==> config.mk <==
export PLATFORM = sky130hd
export DESIGN_NAME = mceh_top
export DESIGN_NICKNAME = d
export VERILOG_FILES = /design/src/inc/mceh_pkg.sv /design/src/core/mceh_log2.sv /design/src/core/mceh_top.sv
export SDC_FILE = /design/constraint.sdc
export NUM_CORES = 1
export LEC_CHECK = 0
export BUFFER_PORTS_ARGS = -buffer_cell sky130_fd_sc_hd__buf_2
export CORE_AREA = 2 2 142 102
export DETAILED_ROUTE_END_ITERATION = 10
export DIE_AREA = 0 0 144 104
export GPL_TIMING_DRIVEN = 1
export PLACE_DENSITY = 0.89
export SYNTH_ARGS = -nofsm -noshare
export SYNTH_HDL_FRONTEND = slang
export SYNTH_HIERARCHICAL = 1
export SYNTH_SLANG_ARGS = --single-unit
==> constraint.sdc <==
create_clock -name pclk -period 9.9 [get_ports pclk]
set_input_delay 0.495 -clock pclk [delete_from_list [all_inputs] [get_ports pclk]]
set_output_delay 0.495 -clock pclk [all_outputs]
set_load 0.01 [all_outputs]
==> src/inc/mceh_pkg.sv <==
// Purpose: shared constants and types of the exposure handshake block
// Assumes: APB register slave, one clock, frame timing on a pin
// Notes:
// Function
// - one camera runs triggered-auto as master, the rest host-controlled.
// - at end of a frame with statistics the stale indication is cleared.
// - on fresh statistics the master computes a new log2 exposure target.
// - the target is split into integration time and gain and stored.
// - on storing a changed log2 value the master also sets its internal request flag.
// - at the next start of frame a pending request updates the sensor.
// - at the following end of frame, once applied, both flags clear.
// - the algorithm idles until the internal request flag is clear.
// - mode field bits 6 to 4: 0 auto, 1 triggered, 2 manual, 3 host.
// - the algorithm runs only on fresh statistics with the internal request flag clear.
package mceh_pkg;

	localparam logic [7:0]  MCEH_OFF_CTRL   = 8'h00;
	localparam logic [7:0]  MCEH_OFF_FLAGS  = 8'h04;
	localparam logic [7:0]  MCEH_OFF_INT    = 8'h08;
	localparam logic [7:0]  MCEH_OFF_GAIN   = 8'h0C;
	localparam logic [7:0]  MCEH_OFF_TARGET = 8'h10;
	localparam logic [7:0]  MCEH_OFF_STAT   = 8'h14;
	localparam logic [7:0]  MCEH_OFF_MASK   = 8'h18;
	localparam logic [7:0]  MCEH_OFF_LOG    = 8'h1C;

	localparam int          MCEH_MODE_LSB   = 4;
	localparam int          MCEH_MODE_MSB   = 6;
	localparam int          MCEH_FLG_INT    = 0;
	localparam int          MCEH_FLG_HOST   = 1;
	localparam int          MCEH_FLG_STALE  = 2;

	localparam int          MCEH_EV_W       = 4;
	localparam int          MCEH_EV_REQ     = 0;
	localparam int          MCEH_EV_APPLY   = 1;
	localparam int          MCEH_EV_FRESH   = 2;
	localparam int          MCEH_EV_HOSTREQ = 3;

	localparam logic [2:0]  MCEH_RST_MODE   = 3'h0;
	localparam logic [7:0]  MCEH_RST_TARGET = 8'h80;
	localparam logic [7:0]  MCEH_RST_LOG    = 8'h80;
	localparam logic [15:0] MCEH_RST_INT    = 16'h0100;
	localparam logic [7:0]  MCEH_RST_GAIN   = 8'h00;
	localparam logic [7:0]  MCEH_INT_LOG_MAX = 8'hA0;

	typedef enum logic [2:0] {
		MCEH_MODE_AUTO   = 3'h0,
		MCEH_MODE_TRIG   = 3'h1,
		MCEH_MODE_MANUAL = 3'h2,
		MCEH_MODE_HOST   = 3'h3
	} mceh_mode_t;

	typedef struct packed {
		logic [15:0] int_time;
		logic [7:0]  gain_log;
	} mceh_exp_t;

endpackage : mceh_pkg

==> src/core/mceh_log2.sv <==
// Purpose: registered log2 of an unsigned value, integer.fraction format
// Assumes: W up to 16, so the integer part fits four bits
// Notes: zero input reads as zero
`timescale 1ns/100ps
`default_nettype none
module mceh_log2 #(
	parameter int W = 16,
	parameter int F = 4
) (
	input  wire logic           clk,    // clock
	input  wire logic           rst_n,  // async reset, active low
	input  wire logic [W-1:0]   val,    // value to convert
	output logic      [3+F:0]   log_q   // log2, four integer bits
);
	logic [3:0]   msb;
	logic [W-1:0] norm;
	logic [3+F:0] log_d;

	always_comb begin
		msb = 4'h0;
		for (int i = 0; i < W; i++) begin
			if (val[i]) begin
				msb = i[3:0];
			end
		end
		norm  = val << (4'(W - 1) - msb);
		log_d = {msb, norm[W-2 -: F]};
	end

	always_ff @(posedge clk or negedge rst_n) begin
		if (!rst_n) begin
			log_q <= '0;
		end else begin
			log_q <= log_d;
		end
	end
endmodule : mceh_log2
`default_nettype wire

==> src/core/mceh_top.sv <==
// Purpose: exposure request handshake of one camera, master or slave
// Assumes: frame_valid_pin is asynchronous; stats and sensor on pclk
// Notes: APB slave with no wait states, registered read data
//
// Added by the designer: the APB register port and the address map.
`timescale 1ns/100ps
`default_nettype none
module mceh_top
	import mceh_pkg::*;
#(
	parameter logic [7:0] INT_LOG_MAX = MCEH_INT_LOG_MAX
) (
	input  wire logic        pclk,            // clock, 200 MHz
	input  wire logic        presetn,         // async reset, active low
	input  wire logic [7:0]  paddr,           // apb byte address
	input  wire logic        psel,            // apb select
	input  wire logic        penable,         // apb enable
	input  wire logic        pwrite,          // apb direction
	input  wire logic [31:0] pwdata,          // apb write data
	output logic      [31:0] prdata,          // apb read data
	output logic             pready,          // apb ready
	output logic             pslverr,         // apb error, unmapped
	input  wire logic        frame_valid_pin, // frame valid, async
	input  wire logic        stats_valid,     // statistics sample strobe
	input  wire logic [15:0] stats_mean,      // statistics mean level
	input  wire logic        exp_done,        // sensor confirms change
	output logic             sensor_update,   // apply pulse to sensor
	output mceh_exp_t        sensor_exp,      // settings applied
	output logic             is_master,       // triggered-auto role
	output logic             irq              // level interrupt
);
	typedef enum logic [3:0] {
		ST_IDLE  = 4'b0001,
		ST_MEAS  = 4'b0010,
		ST_SPLIT = 4'b0100,
		ST_WRITE = 4'b1000
	} mceh_st_t;

	logic [2:0]  fv_s;
	logic        sof_p, eof_p;
	logic [7:0]  meas_log;

	mceh_st_t    state_q, state_d;
	logic [2:0]  mode_q, mode_d;
	logic        int_req_q, int_req_d, host_req_q, host_req_d;
	logic        stale_q, stale_d, seen_q, seen_d;
	logic        applied_q, applied_d, done_q, done_d;
	logic [15:0] stats_q, stats_d, exp_int_q, exp_int_d;
	logic [7:0]  gain_q, gain_d, target_q, target_d, log_q, log_d;
	logic [7:0]  new_log_q, new_log_d, int_log_q, int_log_d;
	logic [MCEH_EV_W-1:0] stat_q, stat_d, mask_q, mask_d, ev;
	logic        upd_q, upd_d, master_q, master_d, irq_q, irq_d;
	mceh_exp_t   sexp_q, sexp_d;
	logic [31:0] rdata_q, rdata_d;
	logic        rdy_q, rdy_d, err_q, err_d;

	logic        wr_en, setup, hit, pend, algo_en, fresh_now;
	logic signed [8:0] err_l, step;
	logic signed [9:0] sum;
	logic [19:0] lin;

	// frame edges from the synchronised pin
	always_ff @(posedge pclk or negedge presetn) begin
		if (!presetn) begin
			fv_s <= 3'h0;
		end else begin
			fv_s <= {fv_s[1:0], frame_valid_pin};
		end
	end
	assign sof_p = fv_s[1] & ~fv_s[2];
	assign eof_p = ~fv_s[1] & fv_s[2];

	mceh_log2 #(.W(16), .F(4)) u_log2 (
		.clk   (pclk),
		.rst_n (presetn),
		.val   (stats_q),
		.log_q (meas_log)
	);

	assign setup = psel & ~penable;
	assign wr_en = psel & penable & pwrite & rdy_q;
	assign hit   = (paddr[7:5] == 3'h0) && (paddr[1:0] == 2'h0);

	always_comb begin
		rdata_d = 32'h0000_0000;
		rdy_d   = setup;
		err_d   = setup & ~hit;
		if (setup) begin
			unique case (paddr)
				MCEH_OFF_CTRL:   rdata_d[MCEH_MODE_MSB:MCEH_MODE_LSB] = mode_q;
				MCEH_OFF_FLAGS:  rdata_d[2:0] = {stale_q, host_req_q, int_req_q};
				MCEH_OFF_INT:    rdata_d[15:0] = exp_int_q;
				MCEH_OFF_GAIN:   rdata_d[7:0] = gain_q;
				MCEH_OFF_TARGET: rdata_d[7:0] = target_q;
				MCEH_OFF_STAT:   rdata_d[MCEH_EV_W-1:0] = stat_q;
				MCEH_OFF_MASK:   rdata_d[MCEH_EV_W-1:0] = mask_q;
				MCEH_OFF_LOG:    rdata_d[7:0] = log_q;
				default:         rdata_d = 32'h0000_0000;
			endcase
		end
	end

	always_comb begin
		state_d    = state_q;
		mode_d     = mode_q;
		int_req_d  = int_req_q;
		host_req_d = host_req_q;
		stale_d    = stale_q;
		seen_d     = seen_q | stats_valid;
		applied_d  = applied_q;
		done_d     = done_q | (applied_q & exp_done);
		stats_d    = stats_valid ? stats_mean : stats_q;
		exp_int_d  = exp_int_q;
		gain_d     = gain_q;
		target_d   = target_q;
		log_d      = log_q;
		new_log_d  = new_log_q;
		int_log_d  = int_log_q;
		mask_d     = mask_q;
		upd_d      = 1'b0;
		sexp_d     = sexp_q;
		ev         = '0;
		algo_en    = (mode_q == MCEH_MODE_AUTO) || (mode_q == MCEH_MODE_TRIG);
		master_d   = (mode_q == MCEH_MODE_TRIG);
		// auto mode applies its own request, all others wait for the host
		pend       = host_req_q | ((mode_q == MCEH_MODE_AUTO) & int_req_q);
		fresh_now  = 1'b0;
		err_l = $signed({1'b0, target_q}) - $signed({1'b0, meas_log});
		step  = err_l >>> 1;
		sum   = $signed({2'b00, log_q}) + $signed({step[8], step});
		lin   = {15'h0000, 1'b1, int_log_q[3:0]} << int_log_q[7:4];

		if (wr_en) begin
			unique case (paddr)
				MCEH_OFF_CTRL: begin
					mode_d = pwdata[MCEH_MODE_MSB:MCEH_MODE_LSB];
				end
				MCEH_OFF_FLAGS: begin
					int_req_d  = pwdata[MCEH_FLG_INT];
					host_req_d = pwdata[MCEH_FLG_HOST];
					ev[MCEH_EV_HOSTREQ] = pwdata[MCEH_FLG_HOST] & ~host_req_q;
				end
				MCEH_OFF_INT:    exp_int_d = pwdata[15:0];
				MCEH_OFF_GAIN:   gain_d    = pwdata[7:0];
				MCEH_OFF_TARGET: target_d  = pwdata[7:0];
				MCEH_OFF_MASK:   mask_d    = pwdata[MCEH_EV_W-1:0];
				default:         mask_d    = mask_q;
			endcase
		end

		if (eof_p && seen_q) begin
			stale_d   = 1'b0;
			seen_d    = stats_valid;
			fresh_now = 1'b1;
			ev[MCEH_EV_FRESH] = 1'b1;
		end

		if (sof_p && pend) begin
			upd_d     = 1'b1;
			sexp_d    = '{int_time: exp_int_q, gain_log: gain_q};
			applied_d = 1'b1;
			done_d    = 1'b0;
		end

		if (eof_p && applied_q && (done_q || exp_done)) begin
			int_req_d  = 1'b0;
			host_req_d = 1'b0;
			applied_d  = 1'b0;
			done_d     = 1'b0;
			ev[MCEH_EV_APPLY] = 1'b1;
		end

		unique case (state_q)
			ST_IDLE: begin
				if (algo_en && !stale_q && !int_req_q) begin
					state_d = ST_MEAS;
				end
			end
			ST_MEAS: begin
				if (sum < 0) begin
					new_log_d = 8'h00;
				end else if (sum > 10'sd255) begin
					new_log_d = 8'hFF;
				end else begin
					new_log_d = sum[7:0];
				end
				if (!fresh_now) begin
					stale_d = 1'b1;
				end
				state_d = ST_SPLIT;
			end
			ST_SPLIT: begin
				int_log_d = (new_log_q > INT_LOG_MAX) ? INT_LOG_MAX
				          : new_log_q;
				state_d   = ST_WRITE;
			end
			ST_WRITE: begin
				exp_int_d = lin[19:4];
				gain_d    = new_log_q - int_log_q;
				log_d     = new_log_q;
				if (new_log_q != log_q) begin
					int_req_d = 1'b1;
					ev[MCEH_EV_REQ] = 1'b1;
				end
				state_d = ST_IDLE;
			end
		endcase

		stat_d = stat_q;
		if (wr_en && paddr == MCEH_OFF_STAT) begin
			stat_d = stat_q & ~pwdata[MCEH_EV_W-1:0];
		end
		stat_d = stat_d | ev;
		irq_d  = |(stat_d & mask_d);
	end

	always_ff @(posedge pclk or negedge presetn) begin
		if (!presetn) begin
			state_q    <= ST_IDLE;
			mode_q     <= MCEH_RST_MODE;
			int_req_q  <= 1'b0;
			host_req_q <= 1'b0;
			stale_q    <= 1'b1;
			seen_q     <= 1'b0;
			applied_q  <= 1'b0;
			done_q     <= 1'b0;
			stats_q    <= 16'h0000;
			exp_int_q  <= MCEH_RST_INT;
			gain_q     <= MCEH_RST_GAIN;
			target_q   <= MCEH_RST_TARGET;
			log_q      <= MCEH_RST_LOG;
			new_log_q  <= MCEH_RST_LOG;
			int_log_q  <= 8'h00;
			stat_q     <= '0;
			mask_q     <= '0;
			upd_q      <= 1'b0;
			sexp_q     <= '0;
			master_q   <= 1'b0;
			irq_q      <= 1'b0;
			rdata_q    <= 32'h0000_0000;
			rdy_q      <= 1'b0;
			err_q      <= 1'b0;
		end else begin
			state_q    <= state_d;
			mode_q     <= mode_d;
			int_req_q  <= int_req_d;
			host_req_q <= host_req_d;
			stale_q    <= stale_d;
			seen_q     <= seen_d;
			applied_q  <= applied_d;
			done_q     <= done_d;
			stats_q    <= stats_d;
			exp_int_q  <= exp_int_d;
			gain_q     <= gain_d;
			target_q   <= target_d;
			log_q      <= log_d;
			new_log_q  <= new_log_d;
			int_log_q  <= int_log_d;
			stat_q     <= stat_d;
			mask_q     <= mask_d;
			upd_q      <= upd_d;
			sexp_q     <= sexp_d;
			master_q   <= master_d;
			irq_q      <= irq_d;
			rdata_q    <= rdata_d;
			rdy_q      <= rdy_d;
			err_q      <= err_d;
		end
	end

	assign prdata        = rdata_q;
	assign pready        = rdy_q;
	assign pslverr       = err_q;
	assign sensor_update = upd_q;
	assign sensor_exp    = sexp_q;
	assign is_master     = master_q;
	assign irq           = irq_q;

	logic flag_wr;
	assign flag_wr = wr_en && (paddr == MCEH_OFF_FLAGS);
endmodule : mceh_top
`default_nettype wire

==> reports/metrics.csv, run 1 <==
stage,metric,value,unit
finish,area_growth,13.7,%
timing,period_needed,3940,ps
clock_network,cts_buffer_depth,2,
routing,finalWirelength,21000,um
setup_path,cp.arrival,4220,ps
setup_path,cp_cell_sequence,inv_1 -> ha_1 -> inv_1 -> o21bai_1 -> a21o_1 -> a211oi_1 -> o21bai_1 -> a21oi_1 -> xnor2_1 -> ha_1 -> or4_1 -> a21oi_1 -> nand2b_1 -> o2bb2ai_1 -> o21ai_0,
clock_network,cts_sinks,149,
finish,drive_gt1_share,21.3,%
die,dieArea,15000,sq um
timing,setup_viol,0,
die,rows,36,
synthesis,synth_area_leaders,"dfrtp_1 43%, nand2_1 5.7%, mux2_2 4.8%",
clock_network,postCtsSetupBuffers,0,
synthesis,synth_top_area_share,43.3,%
setup_path,reg2regPathDepth,15,
routing,first_pass_iters,6,
setup_path,path_buf_inv,2,
synthesis,synth-seq-area-share,45.2,%
die,ioPinCount,125,
place,place_congestion,0.892,
global_route,top_usage_layer,met1,
synthesis,syn_area,8270,sq um
clock_network,cts_made_buffers,17,
timing,hold_viol,0,
setup_path,slowest_delay,690,ps
timing,whs,139,ps
global_route,grt_remaining_overflow,0,
finish,nets,1008,
setup_path,criticalPathCategory,reg2reg,
setup_path,crit_family,compound AO/OA/AOI/OAI gates,
timing,fin_skew,7.30,ps
synthesis,synth.most_common_cell,dfrtp_1,
place,port_buffers,92,
die,initial_utilization,60.6,%
setup_path,cpMaxStageDelayCell,a21oi_1,
synthesis,postSynthCellCount,837,
synthesis,synthArstFlopShare,100,%
min_path,hold_path.class,in2async,
global_route,track_usage,28.8,%
synthesis,ys.flop_type,dfrtp_1,
clock_network,clkTransAtPathRegs,60,ps
global_route,antenna_found_initial,2,
clock_network,post_cts_resized,0,
clock_network,cts_tree,built,
routing,wl_per_cell,18.8,um
timing,slew_viol_final,0,
routing,ant_nets,0,
finish,final_cell_area,9400,sq um
power,powerDensity,194,nW/um^2
timing,slew_headroom,41.9,%
global_route,grt_pass1_wl,33200,um
synthesis,syn_avg_cell_area,9.88,sq um
setup_path,start_kind,flip-flop,
setup_path,cp_num_cells,15,
global_route,grt_max_degree,92,
clock_network,htreeDepth,4,
synthesis,yosys_warnings,6,
setup_path,required,10180,ps
synthesis,yosysUniqueCellTypes,80,
routing,vias,6873,
timing,tns,0,ps
global_route,grtUsageMet1,41.9,%
place,dpl.hpwl,14900,um
routing,remaining_drc_errors,0,
synthesis,synth-seq-cells,149,
global_route,grt_pass1_vias,6361,
die,die_x,144,um
clock_network,cts_root_buffer,clkbuf_16,
global_route,use_met3,9.21,%
timing,worst_slew_pin_slew,869,ps
timing,rsz0062_at_grt,no,
timing,finalCritPeriodShare,39.8,%
place,dp.cells,1088,
status,status,"finished, final reports clean",
routing,vias_per_cell,6.13,
timing,max_freq,254,MHz
place,postPlaceCellArea,8780,sq um
clock_network,cts_hold_buf,0,
finish,final_cells,1121,
synthesis,synth-edff-count,0,
clock_network,clk_latency,430,ps
die,die_h,104,um
synthesis,yosys.area.top_type,dfrtp_1,
routing,drt-initial-drc-count,823,
power,leakage,4.61,nW
global_route,groute.layer.met2.usage,41.8,%
setup_path,end_kind,flip-flop,
power,vdd_drop_max,179,uV
run,cap_violations,0,
setup_path,critPathMaxFanout,14,
die,coreArea,13600,sq um
finish,fillers,942,
synthesis,synth_common_cells,"143 x dfrtp_1, 126 x nand2_1, 51 x a21oi_1, 48 x o21ai_0, 41 x inv_1",
[flip-flops by register name, summed over array words and instances, names as in the netlist, 8 cells and up]
name and cells:
u_log2/log_q 8, new_log_q 8, log_q 8, exp_int_q 16, target_q 8, prdata 16, gain_q 8, int_log_q 8
sensor_exp 24, stats_q 16
[cell usage in the layout, fill, tap and decap left out, types with 6 or more instances in the layout]
master / Yosys / routed
nor3_1: 14 / 14
nor2b_1: 14 / 14
ha_1: 24 / 24
a21oi_1: 51 / 51
inv_1: 41 / 41
mux2_4: 9 / 9
o21ai_0: 48 / 48
conb_1: 1 / 16
nand2_1: 126 / 126
xor2_1: 14 / 14
mux2i_1: 33 / 33
dfstp_2: 6 / 6
nand2b_1: 17 / 17
mux2_2: 35 / 35
nand3_1: 15 / 15
a21o_1: 8 / 8
dfrtp_1: 143 / 143
nand3b_1: 6 / 6
clkbuf_16: 0 / 17
nor2_1: 36 / 36
a211oi_1: 9 / 9
a22oi_1: 9 / 9
xnor2_1: 12 / 12
o22ai_1: 13 / 13
buf_2: 4 / 91
and2_1: 8 / 8
[logic make-up after synthesis]
family / share of synthesized area [%]
compound gates: 14.8
xor+xnor: 2.76
fa+ha+maj: 4.36
buf+inv: 5.30
flops: 45.2
mux: 11.5
other cells: 0.0454
simple gates: 16.1
[report_power, final]
part	total [mW]	internal [mW]	switching, mW
Clock	0.669	0.385	0.284
Sequential	0.757	0.680	0.0766
Combinational	0.394	0.155	0.238
[per-stage QoR]
stage	total power, mW	worst slack [ps]	utilization, %
3_3_place_gp	1.12	6260	64.3
3_5_place_dp	1.14	6040	64.3
5_1_grt	1.90	5670	68.8
2_1_floorplan	1.02	6740	-
6_report	1.82	5960	68.9
4_1_cts	1.81	6040	68.8
[area by class of cell]
cell class | count | area [sq um] | area share [%]
multi-input combinational | 611 | 4160 | 44.2
sequential | 149 | 3740 | 39.8
timing repair buffer | 95 | 489 | 5.21
clock buffer | 18 | 429 | 4.57
tap | 190 | 238 | 2.53
clock inverter | 14 | 184 | 1.96
inverter | 43 | 161 | 1.72
antenna | 1 | 2.50 | 0.0266
[worst paths after layout]
check | from | end | slack [ps]
max | u_log2/log_q[1]$_DFF_PN0_ | new_log_q[0]$_DFFE_PN0P_ | 5960
min | presetn | stats_q[2]$_DFFE_PN0P_ | 140
max reg2reg | u_log2/log_q[1]$_DFF_PN0_ | new_log_q[0]$_DFFE_PN0P_ | 5960
min reg2reg | fv_s[0]$_DFF_PN0_ | fv_s[1]$_DFF_PN0_ | 350
max in group asynchronous | presetn | prdata[3]$_DFF_PN0_ | 8540
min in group pclk | frame_valid_pin | fv_s[0]$_DFF_PN0_ | 190
[layer usage]
metal | share of wire, % | vias to the layer above
met1 | 42 | 3342
met2 | 45 | 399
li1 | - | 3089
met4 | 1.6 | 0
met5 | 0 | -
met3 | 11 | 43
No activity file was read; power rests on OpenSTA's default activity.
==> run 2, diff against run 1 <==
Settings changed: ABC_AREA set to 1, CORE_AREA 2 2 142 102 to 2 2 147 106, DIE_AREA 0 0 144 104 to 0 0 149 108, PLACE_DENSITY 0.89 to 0.84.
Clock period 9.9 ns to 3.81 ns, I/O delays scaled along.
==> run 2 against run 1 <==
  * Global-route usage grew 0.20 points
  * Critical path type unchanged
  * Worst setup slack lost 5600 ps
  * Power grew to 2.8 times the previous value
  * Synthesized area grew 1.5%
  * Die area grew 7.5%
  * Highest routed layer unchanged
==> reports/metrics.csv, run 2 <==
stage,metric,value,unit,change
routing,remaining_drc_errors,0,,unchanged
synthesis,synth_common_cells,"288 x nand2_1, 154 x inv_1, 143 x dfrtp_1, 85 x nand3_1, 74 x o21ai_0",,
place,dpl.hpwl,15900,um,+6.9%
min_path,min_to,stats_q[5]$_DFFE_PN0P_,,
routing,ant_nets,0,,unchanged
min_path,min_from,stats_mean[5],,
global_route,track_usage,29.0,%,+0.20 points
synthesis,syn_area,8390,sq um,+1.5%
timing,period_needed,3490,ps,-457 ps
place,place_congestion,0.914,,+2.5%
setup_path,cp.arrival,3790,ps,-430 ps
die,coreArea,14500,sq um,+6.5%
setup_path,critPathMaxFanout,8,,-6
clock_network,cts_made_buffers,17,,unchanged
synthesis,syn_avg_cell_area,7.81,sq um,-21%
run,cap_violations,0,,unchanged
setup_path,start_kind,flip-flop,,
timing,finalCritPeriodShare,91.5,%,+52 points
synthesis,synth-edff-count,0,,unchanged
finish,layout_common_cells,"288 x nand2_1, 154 x inv_1, 143 x dfrtp_1",,
timing,slew_headroom,36.5,%,-5.4 points
min_path,hold_path.class,in2reg,,
die,die_h,108,um,+3.8%
synthesis,synth_top_family_by_area,simple AND/OR/NAND/NOR gates,,
synthesis,synthMuxAreaShare,2.28,%,-9.2 points
setup_path,criticalPathCategory,reg2reg,,
clock_network,htreeDepth,4,,unchanged
finish,area_growth,15.5,%,
setup_path,path_buf_inv,1,,-1
clock_network,cts_root_buffer,clkbuf_16,,
setup_path,slowest_delay,400,ps,-290 ps
synthesis,synth-seq-cells,149,,unchanged
die,rows,37,,+2.8%
routing,finalWirelength,21900,um,+4.0%
synthesis,synth_top_area_share,42.6,%,-0.66 points
clock_network,cts_buffer_depth,2,,unchanged
place,port_buffers,92,,unchanged
setup_path,r2r_end,new_log_q[5]$_DFFE_PN0P_,,
global_route,antenna_found_initial,0,,-2
clock_network,cts_sinks,149,,unchanged
finish,antennaDiodeCount,0,,-1
finish,mostFrequentLayoutCell,nand2_1,,
setup_path,reg2regPathDepth,19,,+4
finish,final_cells,1384,,+23%
routing,vias_per_cell,5.52,,-10%
synthesis,ys.flop_type,dfrtp_1,,
synthesis,synthArstFlopShare,100,%,unchanged
timing,worst_slew_pin_slew,952,ps,+82.9 ps
timing,setup_viol,0,,unchanged
timing,slew_viol_final,0,,unchanged
clock_network,post_cts_resized,0,,unchanged
clock_network,clk_latency,430,ps,about the same
timing,whs,8.62,ps,-130 ps
synthesis,synth-seq-area-share,44.5,%,-0.69 points
die,dieArea,16100,sq um,+7.5%
setup_path,cp_common_cell,nand2_1,,
setup_path,r2r_setup_slack,320,ps,-5630 ps
routing,wl_per_cell,15.8,um,-16%
synthesis,synth_area_leaders,"dfrtp_1 43%, nand2_1 13%, inv_1 6.9%",,
timing,max_freq,287,MHz,+13%
timing,tns,0,ps,unchanged
synthesis,yosys.area_share.simple,25.7,%,+9.6 points
clock_network,cts_tree,built,,
finish,largest_reg_flops,24,,unchanged
setup_path,crit_family,simple AND/OR/NAND/NOR gates,,
synthesis,synth_compound_area_share,10.8,%,-4.0 points
setup_path,cp_cell_sequence,ha_1 -> nand2_1 -> o21ai_0 -> a21oi_1 -> o21ai_0 -> xor2_1 -> inv_1 -> ha_1 -> nand2_1 -> nor2_1 -> nand2_1 -> nand3_1 -> nand2_1 -> nand3_1 -> nand2_1 -> nand2_1 -> nand2_1 -> nand2_1 -> nand2_1,,
finish,fillers,1162,,+23%
global_route,grt_pass1_vias,7088,,+11%
synthesis,synth-xor-area-share,1.67,%,-1.1 points
routing,drt-initial-drc-count,981,,+19%
routing,vias,7639,,+11%
timing,hold_viol,0,,unchanged
timing,fin_skew,7.95,ps,+0.646 ps
min_path,hold_depth,2,,
synthesis,yosysUniqueCellTypes,45,,-44%
synthesis,yosys_warnings,6,,unchanged
global_route,grt_max_degree,107,,+16%
synthesis,synth.most_common_cell,nand2_1,,
die,initial_utilization,57.7,%,-2.8 points
clock_network,clkTransAtPathRegs,60,ps,about the same
die,die_x,149,um,+3.5%
global_route,grt_remaining_overflow,0,,unchanged
status,status,"finished, final reports clean",,
die,ioPinCount,125,,unchanged
power,leakage,5.11,nW,+11%
setup_path,required,4120,ps,-6060 ps
place,dp.cells,1337,,+23%
global_route,grt_pass1_wl,36000,um,+8.5%
routing,first_pass_iters,6,,unchanged
synthesis,postSynthCellCount,1074,,+28%
power,powerDensity,523,nW/um^2,+170%
synthesis,yosys.area.top_type,dfrtp_1,,
setup_path,r2r_start,target_q[2]$_DFFE_PN0P_,,
timing,rsz0062_at_grt,no,,
power,vdd_drop_max,338,uV,+88%
setup_path,end_kind,flip-flop,,
setup_path,cpMaxStageDelayCell,dfrtp_1,,
finish,nets,1267,,+26%
finish,drive_gt1_share,15.5,%,-5.8 points
synthesis,synth_fa_ha_area_share,4.29,%,-0.066 points
## run 2: changes by cell type in the layout (fill, tap and decap cells not counted), sizes merged, moves of 27 or more
| cell | delta |
|---|---|
| mux2i | -33 |
| nand3 | +71 |
| o21ai | +43 |
| nand2 | +171 |
| nor2 | +32 |
| mux2 | -27 |
| inv | +121 |
## run 2: final cells by class
class | instances | area, sq um | area share, %
repair buffers | 111 | 647 | 6.67
clock buffers | 22 | 454 | 4.68
well taps | 195 | 244 | 2.52
multi-input cells | 729 | 3820 | 39.4
flip-flops and latches | 149 | 3740 | 38.5
inverters | 168 | 631 | 6.50
clock inverters | 10 | 168 | 1.73
## run 2: what timing repair did
action / CTS / global route
hold endpoints to repair: 111 / 2
setup endpoints to repair: 0 / 0
hold buffers: 13 / 2
buffers inserted: 0 / 0
## run 2: power breakdown
| part | internal, mW | switching [mW] |
|---|---|---|
| Sequential | 1.88 | 0.179 |
| Combinational | 0.423 | 0.791 |
| Clock | 1.12 | 0.685 |
| Total | 3.42 | 1.65 |
## run 2: how the worst max path moves through the flow
stage | start | endpoint | cells past startpoint
detailed placement | target_q[2]$_DFFE_PN0P_ | new_log_q[5]$_DFFE_PN0P_ | 19
global route | target_q[2]$_DFFE_PN0P_ | new_log_q[2]$_DFFE_PN0P_ | 19
global placement | target_q[2]$_DFFE_PN0P_ | new_log_q[1]$_DFFE_PN0P_ | 19
finish | target_q[2]$_DFFE_PN0P_ | new_log_q[5]$_DFFE_PN0P_ | 19
CTS | target_q[2]$_DFFE_PN0P_ | new_log_q[5]$_DFFE_PN0P_ | 19
floorplan | target_q[2]$_DFFE_PN0P_ | new_log_q[0]$_DFFE_PN0P_ | 19
## run 2: routing by layer
layer  global-route usage [%]  up-vias  wire length, um
li1                         -     3626                -
met1                     42.7     3603             9720
met2                     42.5      366             9440
met3                     8.02       44             2340
met4                     7.62        0              402
met5                        0        -                0
## run 2: cell families after synthesis
family	after synthesis
AO/OA/AOI/OAI	163
other	1
buffers and inverters	211
adder cells (fa/ha/maj)	27
XOR/XNOR	16
multiplexers	17
flip-flops	149
AND/OR/NAND/NOR	490
## run 2: through the flow
step	total power, mW	instance area [sq um]	util (%)	worst slack [ps]
6_report	5.08	9700	66.7	325
5_1_grt	5.36	9700	66.7	52.3
4_1_cts	5.07	9680	66.6	393
3_5_place_dp	3.25	8930	61.4	549
3_3_place_gp	3.20	8930	61.4	699
2_1_floorplan	2.86	8450	-	1020
## run 2: worst reg2reg max path, delay by kind of cell (launching register included)
kind | cells | cell delay (ps)
buf+inv | 1 | 80
compound gates | 3 | 810
fa+ha+maj | 2 | 690
xor+xnor | 1 | 200
simple gates | 12 | 1180
flops | 1 | 400
